File: config.mk
export PLATFORM = sky130hd
export DESIGN_NAME = wscr_regs
export DESIGN_NICKNAME = d
export VERILOG_FILES = /design/src/logic/wscr_pkg.sv /design/src/logic/wscr_regs.sv
export SDC_FILE = /design/constraint.sdc
export NUM_CORES = 1
export LEC_CHECK = 0
export BUFFER_PORTS_ARGS = -buffer_cell sky130_fd_sc_hd__buf_2
export CAP_MARGIN = 10
export CORE_MARGIN = 5
export CORE_UTILIZATION = 25
export CTS_CLUSTER_SIZE = 10
export DETAILED_ROUTE_END_ITERATION = 8
export GPL_TIMING_DRIVEN = 0
export PLACE_DENSITY = 0.57
export SLEW_MARGIN = 5
export SYNTH_ARGS = -nofsm -noshare
export SYNTH_HDL_FRONTEND = slang
export SYNTH_SLANG_ARGS = --single-unit
File: constraint.sdc
create_clock -name clock -period 2.45 [get_ports clock]
set_input_delay 0.245 -clock clock [delete_from_list [all_inputs] [get_ports clock]]
set_output_delay 0.245 -clock clock [all_outputs]
set_load 0.02 [all_outputs]
File: src/logic/wscr_pkg.sv
package wscr_pkg;

  // ----------------------------------------------------------------
  // Register addresses (7-bit register address field)
  // ----------------------------------------------------------------
  localparam logic [6:0] WSCR_ADDR_BUS_MODE = 7'h04;
  localparam logic [6:0] WSCR_ADDR_INT_WAKE = 7'h06;
  localparam logic [6:0] WSCR_ADDR_EXT_WAKE = 7'h07;
  localparam logic [6:0] WSCR_ADDR_PULL = 7'h08;

  // ----------------------------------------------------------------
  // Field positions
  // ----------------------------------------------------------------
  localparam int WSCR_BIT_TIMER2_WK = 7;
  localparam int WSCR_BIT_TIMER1_WK = 6;
  localparam int WSCR_BIT_STOP_WD_HI = 2;
  localparam int WSCR_BIT_INT_GLOBAL = 7;
  localparam int WSCR_BIT_MEAS = 5;
  localparam int WSCR_BIT_WAKE_INPUT_THREE_ENABLE = 2;
  localparam int WSCR_BIT_WAKE_INPUT_TWO_ENABLE = 1;
  localparam int WSCR_BIT_WAKE_INPUT_ONE_ENABLE = 0;
  localparam int WSCR_NUM_WAKE_INPUTS = 3;

  // ----------------------------------------------------------------
  // Writable masks, reset and forced values
  // ----------------------------------------------------------------
  localparam logic [7:0] WSCR_MASK_INT_WAKE = 8'hC4;
  localparam logic [7:0] WSCR_MASK_EXT_WAKE = 8'hA7;
  localparam logic [7:0] WSCR_MASK_PULL = 8'h3F;
  localparam logic [7:0] WSCR_MASK_BUS_MODE = 8'h07;
  localparam logic [7:0] WSCR_RST_INT_WAKE = 8'h00;
  localparam logic [7:0] WSCR_RST_EXT_WAKE = 8'h07;
  localparam logic [7:0] WSCR_RST_PULL = 8'h00;
  localparam logic [7:0] WSCR_RST_BUS_MODE = 8'h00;
  // Restart clears bits 6, 4 and 3 of the external wake register only
  localparam logic [7:0] WSCR_RESTART_KEEP_EXT = 8'hA7;
  // Fail-safe: bus register keeps bits 7:5, ext register keeps 7 and 5
  localparam logic [7:0] WSCR_FS_KEEP_BUS = 8'hE0;
  localparam logic [7:0] WSCR_FS_SET_BUS = 8'h01;
  localparam logic [7:0] WSCR_FS_KEEP_EXT = 8'hA0;
  localparam logic [7:0] WSCR_FS_SET_EXT = 8'h07;

  // ----------------------------------------------------------------
  // Encodings
  // ----------------------------------------------------------------
  localparam logic [1:0] WSCR_PULL_NONE = 2'h0;
  localparam logic [1:0] WSCR_PULL_DOWN = 2'h1;
  localparam logic [1:0] WSCR_PULL_UP = 2'h2;
  localparam logic [1:0] WSCR_PULL_AUTO = 2'h3;
  localparam logic [2:0] WSCR_CAN_WAKE_PLAIN = 3'h1;
  localparam logic [2:0] WSCR_CAN_WAKE_SEL = 3'h5;

endpackage

File: src/logic/wscr_regs.sv
`timescale 1ns/1ns
// Operation
// Bit 7 enables second timer wake
// Bit 6 enables first timer wake
// Bit 2 stop watchdog off; device may update
// Reserved bits always read zero
// Bit 7 widens interrupt to all status
// Measurement bit masks wake inputs one, two
// Measurement runs in Normal Mode only
// Bits 2..0 enable wake inputs three..one
// Fail-safe forces bus and wake patterns
// Host enables CAN wake via mode field
// Pull field: none, down, up, auto
// Pull fields at 5:4, 3:2, 1:0
// Reset loads 07; restart clears some bits
// Mode 001/101 means CAN wake capable
// Reserved bit writes are discarded
module wscr_regs
  import wscr_pkg::*;
(
  input wire logic clock,
  input wire logic rst_n,
  input wire logic softReset,
  input wire logic restartEntry,
  input wire logic failSafeEntry,
  input wire logic normalMode,
  input wire logic regWrite,
  input wire logic [6:0] regAddr,
  input wire logic [7:0] regWriteData,
  input wire logic stopWdSet,
  input wire logic stopWdClear,
  input wire logic [2:0] statusWake,
  input wire logic statusOther,
  output logic [7:0] regReadData,
  output logic secondTimerWake,
  output logic firstTimerWake,
  output logic stopWatchdogOff,
  output logic [2:0] wakeInputEnable,
  output logic measurementActive,
  output logic canWakeCapable,
  output logic selectiveWake,
  output logic interruptRequest,
  output logic [1:0] wakeInputOnePull,
  output logic [1:0] wakeInputTwoPull,
  output logic [1:0] wakeInputThreePull
);

  // ----------------------------------------------------------------
  // Storage
  // ----------------------------------------------------------------
  logic [7:0] intWake_q, intWake_d;
  logic [7:0] extWake_q, extWake_d;
  logic [7:0] pull_q, pull_d;
  logic [7:0] busMode_q, busMode_d;
  logic [7:0] readMux;

  // Address decode
  wire hitInt = regWrite && (regAddr == WSCR_ADDR_INT_WAKE);
  wire hitExt = regWrite && (regAddr == WSCR_ADDR_EXT_WAKE);
  wire hitPull = regWrite && (regAddr == WSCR_ADDR_PULL);
  wire hitBus = regWrite && (regAddr == WSCR_ADDR_BUS_MODE);

  // ----------------------------------------------------------------
  // Next-state logic
  // ----------------------------------------------------------------
  // Host write merges only the writable bits; reserved stay zero
  wire [7:0] intWr = (intWake_q & ~WSCR_MASK_INT_WAKE) |
                     (regWriteData & WSCR_MASK_INT_WAKE);
  wire [7:0] extWr = (extWake_q & ~WSCR_MASK_EXT_WAKE) |
                     (regWriteData & WSCR_MASK_EXT_WAKE);
  wire [7:0] pullWr = (pull_q & ~WSCR_MASK_PULL) | (regWriteData & WSCR_MASK_PULL);
  wire [7:0] busWr = (busMode_q & ~WSCR_MASK_BUS_MODE) |
                     (regWriteData & WSCR_MASK_BUS_MODE);

  // Device update of stop watchdog bit; set beats clear
  wire [7:0] intHw = {intWr[7:3], (intWr[WSCR_BIT_STOP_WD_HI] & ~stopWdClear) | stopWdSet,
                      intWr[1:0]};

  // Priority: soft reset, fail-safe, restart, host write
  always_comb begin
    intWake_d = hitInt ? intHw : {intWake_q[7:3],
                (intWake_q[WSCR_BIT_STOP_WD_HI] & ~stopWdClear) | stopWdSet,
                intWake_q[1:0]};
    extWake_d = hitExt ? extWr : extWake_q;
    pull_d = hitPull ? pullWr : pull_q;
    busMode_d = hitBus ? busWr : busMode_q;
    if (restartEntry) begin
      extWake_d = extWake_q & WSCR_RESTART_KEEP_EXT;
    end
    if (failSafeEntry) begin
      busMode_d = (busMode_q & WSCR_FS_KEEP_BUS) | WSCR_FS_SET_BUS;
      extWake_d = (extWake_q & WSCR_FS_KEEP_EXT) | WSCR_FS_SET_EXT;
    end
    if (softReset) begin
      intWake_d = WSCR_RST_INT_WAKE;
      extWake_d = WSCR_RST_EXT_WAKE;
      pull_d = WSCR_RST_PULL;
      busMode_d = WSCR_RST_BUS_MODE;
    end
  end

  // Internal wake register; the mask keeps reserved bits at zero
  always_ff @(posedge clock) begin
    if (!rst_n) begin
      intWake_q <= WSCR_RST_INT_WAKE;
    end else begin
      intWake_q <= intWake_d & WSCR_MASK_INT_WAKE;
    end
  end

  // External wake register; reset leaves all three wake inputs armed
  always_ff @(posedge clock) begin
    if (!rst_n) begin
      extWake_q <= WSCR_RST_EXT_WAKE;
    end else begin
      extWake_q <= extWake_d & WSCR_MASK_EXT_WAKE;
    end
  end

  // Pull register; fields only, reserved top bits never stored
  always_ff @(posedge clock) begin
    if (!rst_n) begin
      pull_q <= WSCR_RST_PULL;
    end else begin
      pull_q <= pull_d & WSCR_MASK_PULL;
    end
  end

  // Bus mode register; its mode field feeds the CAN wake flags
  always_ff @(posedge clock) begin
    if (!rst_n) begin
      busMode_q <= WSCR_RST_BUS_MODE;
    end else begin
      busMode_q <= busMode_d & WSCR_MASK_BUS_MODE;
    end
  end

  // ----------------------------------------------------------------
  // Read path and decoded controls
  // ----------------------------------------------------------------
  // Unmapped addresses and reserved bits read zero
  assign readMux = (regAddr == WSCR_ADDR_INT_WAKE) ? (intWake_q & WSCR_MASK_INT_WAKE) :
                   (regAddr == WSCR_ADDR_EXT_WAKE) ? (extWake_q & WSCR_MASK_EXT_WAKE) :
                   (regAddr == WSCR_ADDR_PULL) ? (pull_q & WSCR_MASK_PULL) :
                   (regAddr == WSCR_ADDR_BUS_MODE) ? (busMode_q & WSCR_MASK_BUS_MODE) :
                   8'h00;

  // Measurement overrides enables of inputs one and two
  wire measSel = extWake_d[WSCR_BIT_MEAS];
  wire [2:0] enNext = {extWake_d[WSCR_BIT_WAKE_INPUT_THREE_ENABLE],
                       extWake_d[WSCR_BIT_WAKE_INPUT_TWO_ENABLE] & ~measSel,
                       extWake_d[WSCR_BIT_WAKE_INPUT_ONE_ENABLE] & ~measSel};

  // CAN wake capable for plain or selective wake modes
  wire [2:0] canMode = busMode_d[2:0];
  wire canWakeNext = (canMode == WSCR_CAN_WAKE_PLAIN) || (canMode == WSCR_CAN_WAKE_SEL);

  // Global scope lets any status bit raise the interrupt
  wire intNext = (|statusWake) || (extWake_q[WSCR_BIT_INT_GLOBAL] && statusOther);

  // Read data lags the address by one edge; the host samples after it
  always_ff @(posedge clock) begin
    if (!rst_n) begin
      regReadData <= 8'h00;
    end else begin
      regReadData <= readMux;
    end
  end

  // Controls come from next values, so they move with the write edge
  always_ff @(posedge clock) begin
    if (!rst_n) begin
      secondTimerWake <= 1'b0;
      firstTimerWake <= 1'b0;
      stopWatchdogOff <= 1'b0;
    end else begin
      secondTimerWake <= intWake_d[WSCR_BIT_TIMER2_WK];
      firstTimerWake <= intWake_d[WSCR_BIT_TIMER1_WK];
      stopWatchdogOff <= intWake_d[WSCR_BIT_STOP_WD_HI];
    end
  end

  // Wake enables already carry the measurement override
  always_ff @(posedge clock) begin
    if (!rst_n) begin
      wakeInputEnable <= WSCR_RST_EXT_WAKE[2:0];
      measurementActive <= 1'b0;
    end else begin
      wakeInputEnable <= enNext;
      measurementActive <= measSel && normalMode;
    end
  end

  // CAN wake flags; selective wake only with a wake capable mode
  always_ff @(posedge clock) begin
    if (!rst_n) begin
      canWakeCapable <= 1'b0;
      selectiveWake <= 1'b0;
    end else begin
      canWakeCapable <= canWakeNext;
      selectiveWake <= canWakeNext && canMode[2];
    end
  end

  // Interrupt is a level; status sources must hold until serviced
  always_ff @(posedge clock) begin
    if (!rst_n) begin
      interruptRequest <= 1'b0;
    end else begin
      interruptRequest <= intNext;
    end
  end

  // Pull selections are passed on undecoded to the pad logic
  always_ff @(posedge clock) begin
    if (!rst_n) begin
      wakeInputOnePull <= WSCR_PULL_NONE;
      wakeInputTwoPull <= WSCR_PULL_NONE;
      wakeInputThreePull <= WSCR_PULL_NONE;
    end else begin
      wakeInputOnePull <= pull_d[1:0];
      wakeInputTwoPull <= pull_d[3:2];
      wakeInputThreePull <= pull_d[5:4];
    end
  end

endmodule

* Word-level counts from Yosys, hierarchy flattened
Index checks and enable logic that the tools add are counted.
** Cells by class
- Equal/unequal tests :: 6
- Multiplexer cells :: 15
- Bitwise logic cells :: 15
- Reductions and logical operators :: 14
** Operators by type and width (number)
- 2-to-1 mux 8 bit :: 8
- equality test 7 x 3 -> 1 bit, second input constant :: 3
- 2-to-1 mux 6 bit :: 3
- 2-to-1 mux 3 bit :: 4
- bitwise OR 6 x 8 -> 8 bit :: 1
- bitwise OR 7 x 8 -> 8 bit :: 1
- equality test 7 x 4 -> 1 bit, second input constant :: 1
- logical AND 1 bit :: 7
- bitwise OR 1 x 6 -> 6 bit, first input constant :: 1
- OR reduction 3 bit :: 2
- NOT 1 bit :: 5
- bitwise AND 1 bit :: 4
- OR reduction 2 bit :: 2
- equality test 3 x 1 -> 1 bit, second input constant :: 1
- equality test 3 bit, second input constant :: 1
- bitwise OR 1 x 3 -> 3 bit, first input constant :: 1
- AND reduction 3 bit :: 1
- logical OR 1 bit :: 2
- bitwise OR 1 bit :: 2
** Storage, ports and cells
- Register bits :: 49
- Word-level logic and storage cells :: 71

* Depth between registers and ports, before layout
- Word-level depth :: 8
- Mapped depth :: 6

* Worst setup path before layout
No wires, ideal clock.
- Path type :: in2reg
- Start :: input regAddr[0]
- End :: register pull_q[0]
- Setup time :: 0.128 ns
- Data arrival time :: 1.548 ns
- Data required time :: 2.322 ns
- Path slack :: 0.774 ns
- Cell stages on the path :: 6
- Path buffers :: 2
- Cell sequence :: buf_6 or4_4 or3_1 buf_6 mux2i_1 nor2_1
** Between the ends
- Longest elaborated chain between the ends :: 4
** RTL lines
- start, declared :: line wscr_regs.sv:28 : input wire logic [6:0] regAddr,
- equality test 7 x 4 -> 1 bit :: line wscr_regs.sv:60 : wire hitPull = regWrite && (regAddr == WSCR_ADDR_PULL);
- logical AND 1 bit :: line wscr_regs.sv:60
- 2-to-1 mux 6 bit :: line wscr_regs.sv:85 : pull_d = hitPull ? pullWr : pull_q;
- 2-to-1 mux 6 bit :: line wscr_regs.sv:94 : if (softReset) begin
- end signal, assigned :: line wscr_regs.sv:125 : pull_q <= pull_d & WSCR_MASK_PULL;
- end, declared :: line wscr_regs.sv:53 : logic [7:0] pull_q, pull_d;
Every way passes these cells.
A chain may end at the register's enable or synchronous reset.

* Worst setup path in the final report
- Start :: input regAddr[6]
- End :: register wakeInputEnable[0]
** Between the ends
- Longest elaborated chain between the ends :: 8
** RTL lines
- equality test 7 x 3 -> 1 bit (*) :: line wscr_regs.sv:59 : wire hitExt = regWrite && (regAddr == WSCR_ADDR_EXT_WAKE);
- logical AND 1 bit (*) :: line wscr_regs.sv:59
- 2-to-1 mux 8 bit (*) :: line wscr_regs.sv:84 : extWake_d = hitExt ? extWr : extWake_q;
- 2-to-1 mux 8 bit (*) :: line wscr_regs.sv:87 : if (restartEntry) begin
- 2-to-1 mux 8 bit (*) :: line wscr_regs.sv:90 : if (failSafeEntry) begin
- 2-to-1 mux 8 bit (*) :: line wscr_regs.sv:94
- NOT 1 bit :: line wscr_regs.sv:152 : extWake_d[WSCR_BIT_WAKE_INPUT_ONE_ENABLE] & ~measSel};
- bitwise AND 1 bit (*) :: line wscr_regs.sv:152
- end signal, assigned :: line wscr_regs.sv:186 : wakeInputEnable <= WSCR_RST_EXT_WAKE[2:0];
- end signal, assigned :: line wscr_regs.sv:189 : wakeInputEnable <= enNext;
- end, declared :: line wscr_regs.sv:38 : output logic [2:0] wakeInputEnable,
Every way passes the cells marked *; elsewhere a longest branch is shown, timed or not.

==> summary.md <==
| Metric | Value |
|---|---|
| Antenna fix cells | `0` |
| Hold WS | `about 0.2 ns` |
| Dpl hpwl | `roughly 3 mm` |
| Post-placement cell area | `between 1500 and 2000 sq um` |
| Area leader, netlist | `dfxtp_1` |
| CTS tree | `built` |
| Worst r2r src | `extWake_q[0]` |
| Bufs on Longest Clock Path | `2` |
| Most frequent cell after synthesis | `dfxtp_1` |
| Synth top area cells | `dfxtp_1 (46%), mux2i_1 (12%), nor2_1 (6.3%), or3_1 (2.3%), nor3_1 (2.2%)` |
| I/O pins | `52` |
| Fraction of layout cells with a size suffix above 1 | `0.340` |
| Vert. Die Dim | `83.9 um` |
| Die width | `83.9 um` |
| # Post-CTS Setup Buffers | `0` |
| Vias per std cell | `around 4.6` |
| Initial DRT Pass Iterations | `4` |
| Total power | `approximately 1 mW` |
| Drt wl/cell | `around 14 um` |
| CP max FO | `7` |
| Register-to-register path setup slack | `about 1.4 ns` |
| Worst hold path type | `input port to flip-flop` |
| Slew margin rel. | `0.655` |
| Fin Setup TNS | `0 ns` |
| Antenna violations before repair | `0` |
| # clock sinks | `31` |
| Sequential fraction of the synthesis area | `0.455` |
| Capturing point of the worst reg2reg path | `wakeInputEnable[0]` |
| Fin crit share | `0.618` |
| Clk Tree Root Cell | `clkbuf_8` |
| Final instance area | `approximately 1800 sq um` |
| Reg area | `just over 600 sq um` |
| Mapped Avg Cell Area | `a little under 10 sq um` |
| Row count | `26` |
| Worst-Skew Late Latency | `~0.28 ns` |
| Yosys cell types | `37` |
| Setup Viol. Count Final | `0` |
| Nets@finish | `225` |
| Initial DRC Count | `40` |
| Fin crit period | `1.51 ns` |
| Buffers added on ports | `between 40 and 50` |
| Status | `complete, no violations` |
| Total number of vias | `between 1k and 1.5k` |
| Main synth FF type | `dfxtp_1` |
| Hold Vio Cnt, Final | `0` |
| Post-cts sizing count | `0` |
| Worst-Margin Slew | `0.516 ns` |
| Vias in the first global route | `between 1k and 1.5k` |
| CTS Buf Count | `5` |
| Total core area | `between 5000 and 6000 sq um` |
| Hold Path Sink | `interruptRequest` |
| Yosys warns | `0` |
| CP required | `2.63 ns` |
| Area taken by multi-input logic gates | `683 sq um` |
| Reg clk slew, reported paths | `approximately 0.060 ns` |
| GRT Total Usage | `0.109` |
| Die Area | `roughly 7000 sq um` |
| Gr ovfl total | `0` |
| P_leak | `about 0.85 nW` |
| Power per cell area | `559 nW/um^2` |
| Final wirelength | `3.67 mm` |
| Area growth syn-to-layout | `30.8%` |
| Gate Count Post-Synth | `~140` |
| Fmax | `~660 MHz` |
| Max Cap Viol | `0` |
| GPL Wtd Cong | `between 0.7 and 0.8` |
| Synthesized Nets | `between 150 and 200` |
| Max-slew violations | `0` |
| Hold Path Stages | `3` |
| RSZ-0062 raised after global routing | `no` |
| Netlist Area Pre-Place | `1360 sq um` |
| Filler cell count | `between 500 and 600` |
| Seq cells post-synth | `31` |
| Post-synth EDFFs | `0` |
| Synth cell count leaders | `dfxtp_1 (31), nor2_1 (23), mux2i_1 (17)` |
| Async S/R FF share, synth | `0` |
| Hold Crit Start | `statusWake[1]` |
| Initial cell density of the core | `0.262` |
| Clk_skew | `roughly 0.0084 ns` |
| First-pass GRT wire length | `6.13 mm` |
| CTS H-tree depth | `2` |
| Worst EP arrival | `roughly 1.7 ns` |
| Critical Path End Type | `flip-flop` |
| Drc violations | `0` |
| CTS Hold Buffers Added | `0` |
| Pin count of the biggest net entering global routing | `11` |
| Post-DRT Antenna Nets | `0` |
| Reg2Reg Depth | `2` |
| Post-synth top area share | `0.455` |
| Max rail drop VDD | `roughly 0.20 mV` |
| Final Util | `0.343` |
| CP startpoint kind | `input port` |
| CP Class | `input port to flip-flop` |
[per-stage QoR]
step	worst slack, ns	std cells
floorplan	0.774	141
global placement	0.647	260
detailed placement	0.627	260
CTS	0.920	267
global route	0.847	267
finish	0.936	267
[worst max path at each step]
stage,start,to,slack (ns),cells after the start
6_report,regAddr[6],wakeInputEnable[0],0.94,5
2_1_floorplan,regAddr[0],pull_q[0],0.77,6
5_1_grt,regAddr[6],wakeInputEnable[0],0.85,5
3_3_place_gp,regAddr[6],wakeInputEnable[0],0.65,5
4_1_cts,regAddr[6],wakeInputEnable[0],0.92,5
3_5_place_dp,regAddr[6],wakeInputEnable[0],0.63,5
[state kept, by name, summed over array words and instances, names as in the netlist]
register	cells
canWakeCapable	1
wakeInputThreePull	2
interruptRequest	1
selectiveWake	1
wakeInputEnable	2
extWake_q	5
pull_q	4
busMode_q	3
regReadData	8
intWake_q	3
measurementActive	1
[where the power goes]
group | switching (mW) | internal, mW | total, mW
registers | 0.00188 | 0.508 | 0.510
clock network | 0.182 | 0.220 | 0.402
logic | 0.0507 | 0.0359 | 0.0865
[cell type report]
class,count,area share
buffer,7,0.0252
multi-input combinational,99,0.383
clock buffer,6,0.0463
tap,70,0.0491
inverter,4,0.00842
timing repair buffer,49,0.137
sequential,31,0.348
clock inverter,1,0.00281
[critical path: stages]
cell and delay [ns]:
buf_2 0.13, or3_1 0.45, nor4b_4 0.49, nand2_1 0.11, a31o_2 0.26
[cell usage in the layout (no fill, tap or decap), drive strengths merged, types with 2 or more instances in the layout]
master  Yosys  routed
a21o        2       2
a22o        2       2
a22oi       2       2
a31o        2       2
and2        2       2
and4        2       2
buf         3      52
clkbuf      4      10
dfxtp      31      31
inv         4       4
mux2i      17      17
nand2       8       8
nand2b      3       3
nand3       2       2
nor2       23      23
nor3        6       6
nor3b       3       3
nor4        4       4
o21ai       2       2
or3         5       5
or3b        2       2
[metal layers]
metal	up-vias	track usage	share of wire
met5	-	0	0
met4	0	0.0395	0.014
met3	7	0.0543	0.086
met2	37	0.173	0.45
met1	567	0.128	0.44
li1	611	-	-
[kinds of logic after synthesis]
logic type	count (synthesis)	synth area share
buffers and inverters	11	0.0440
AO/OA/AOI/OAI	15	0.0826
multiplexers	17	0.125
flip-flops	31	0.455
AND/OR/NAND/NOR	67	0.294
Note: power is estimated with default switching activity, not from simulation.
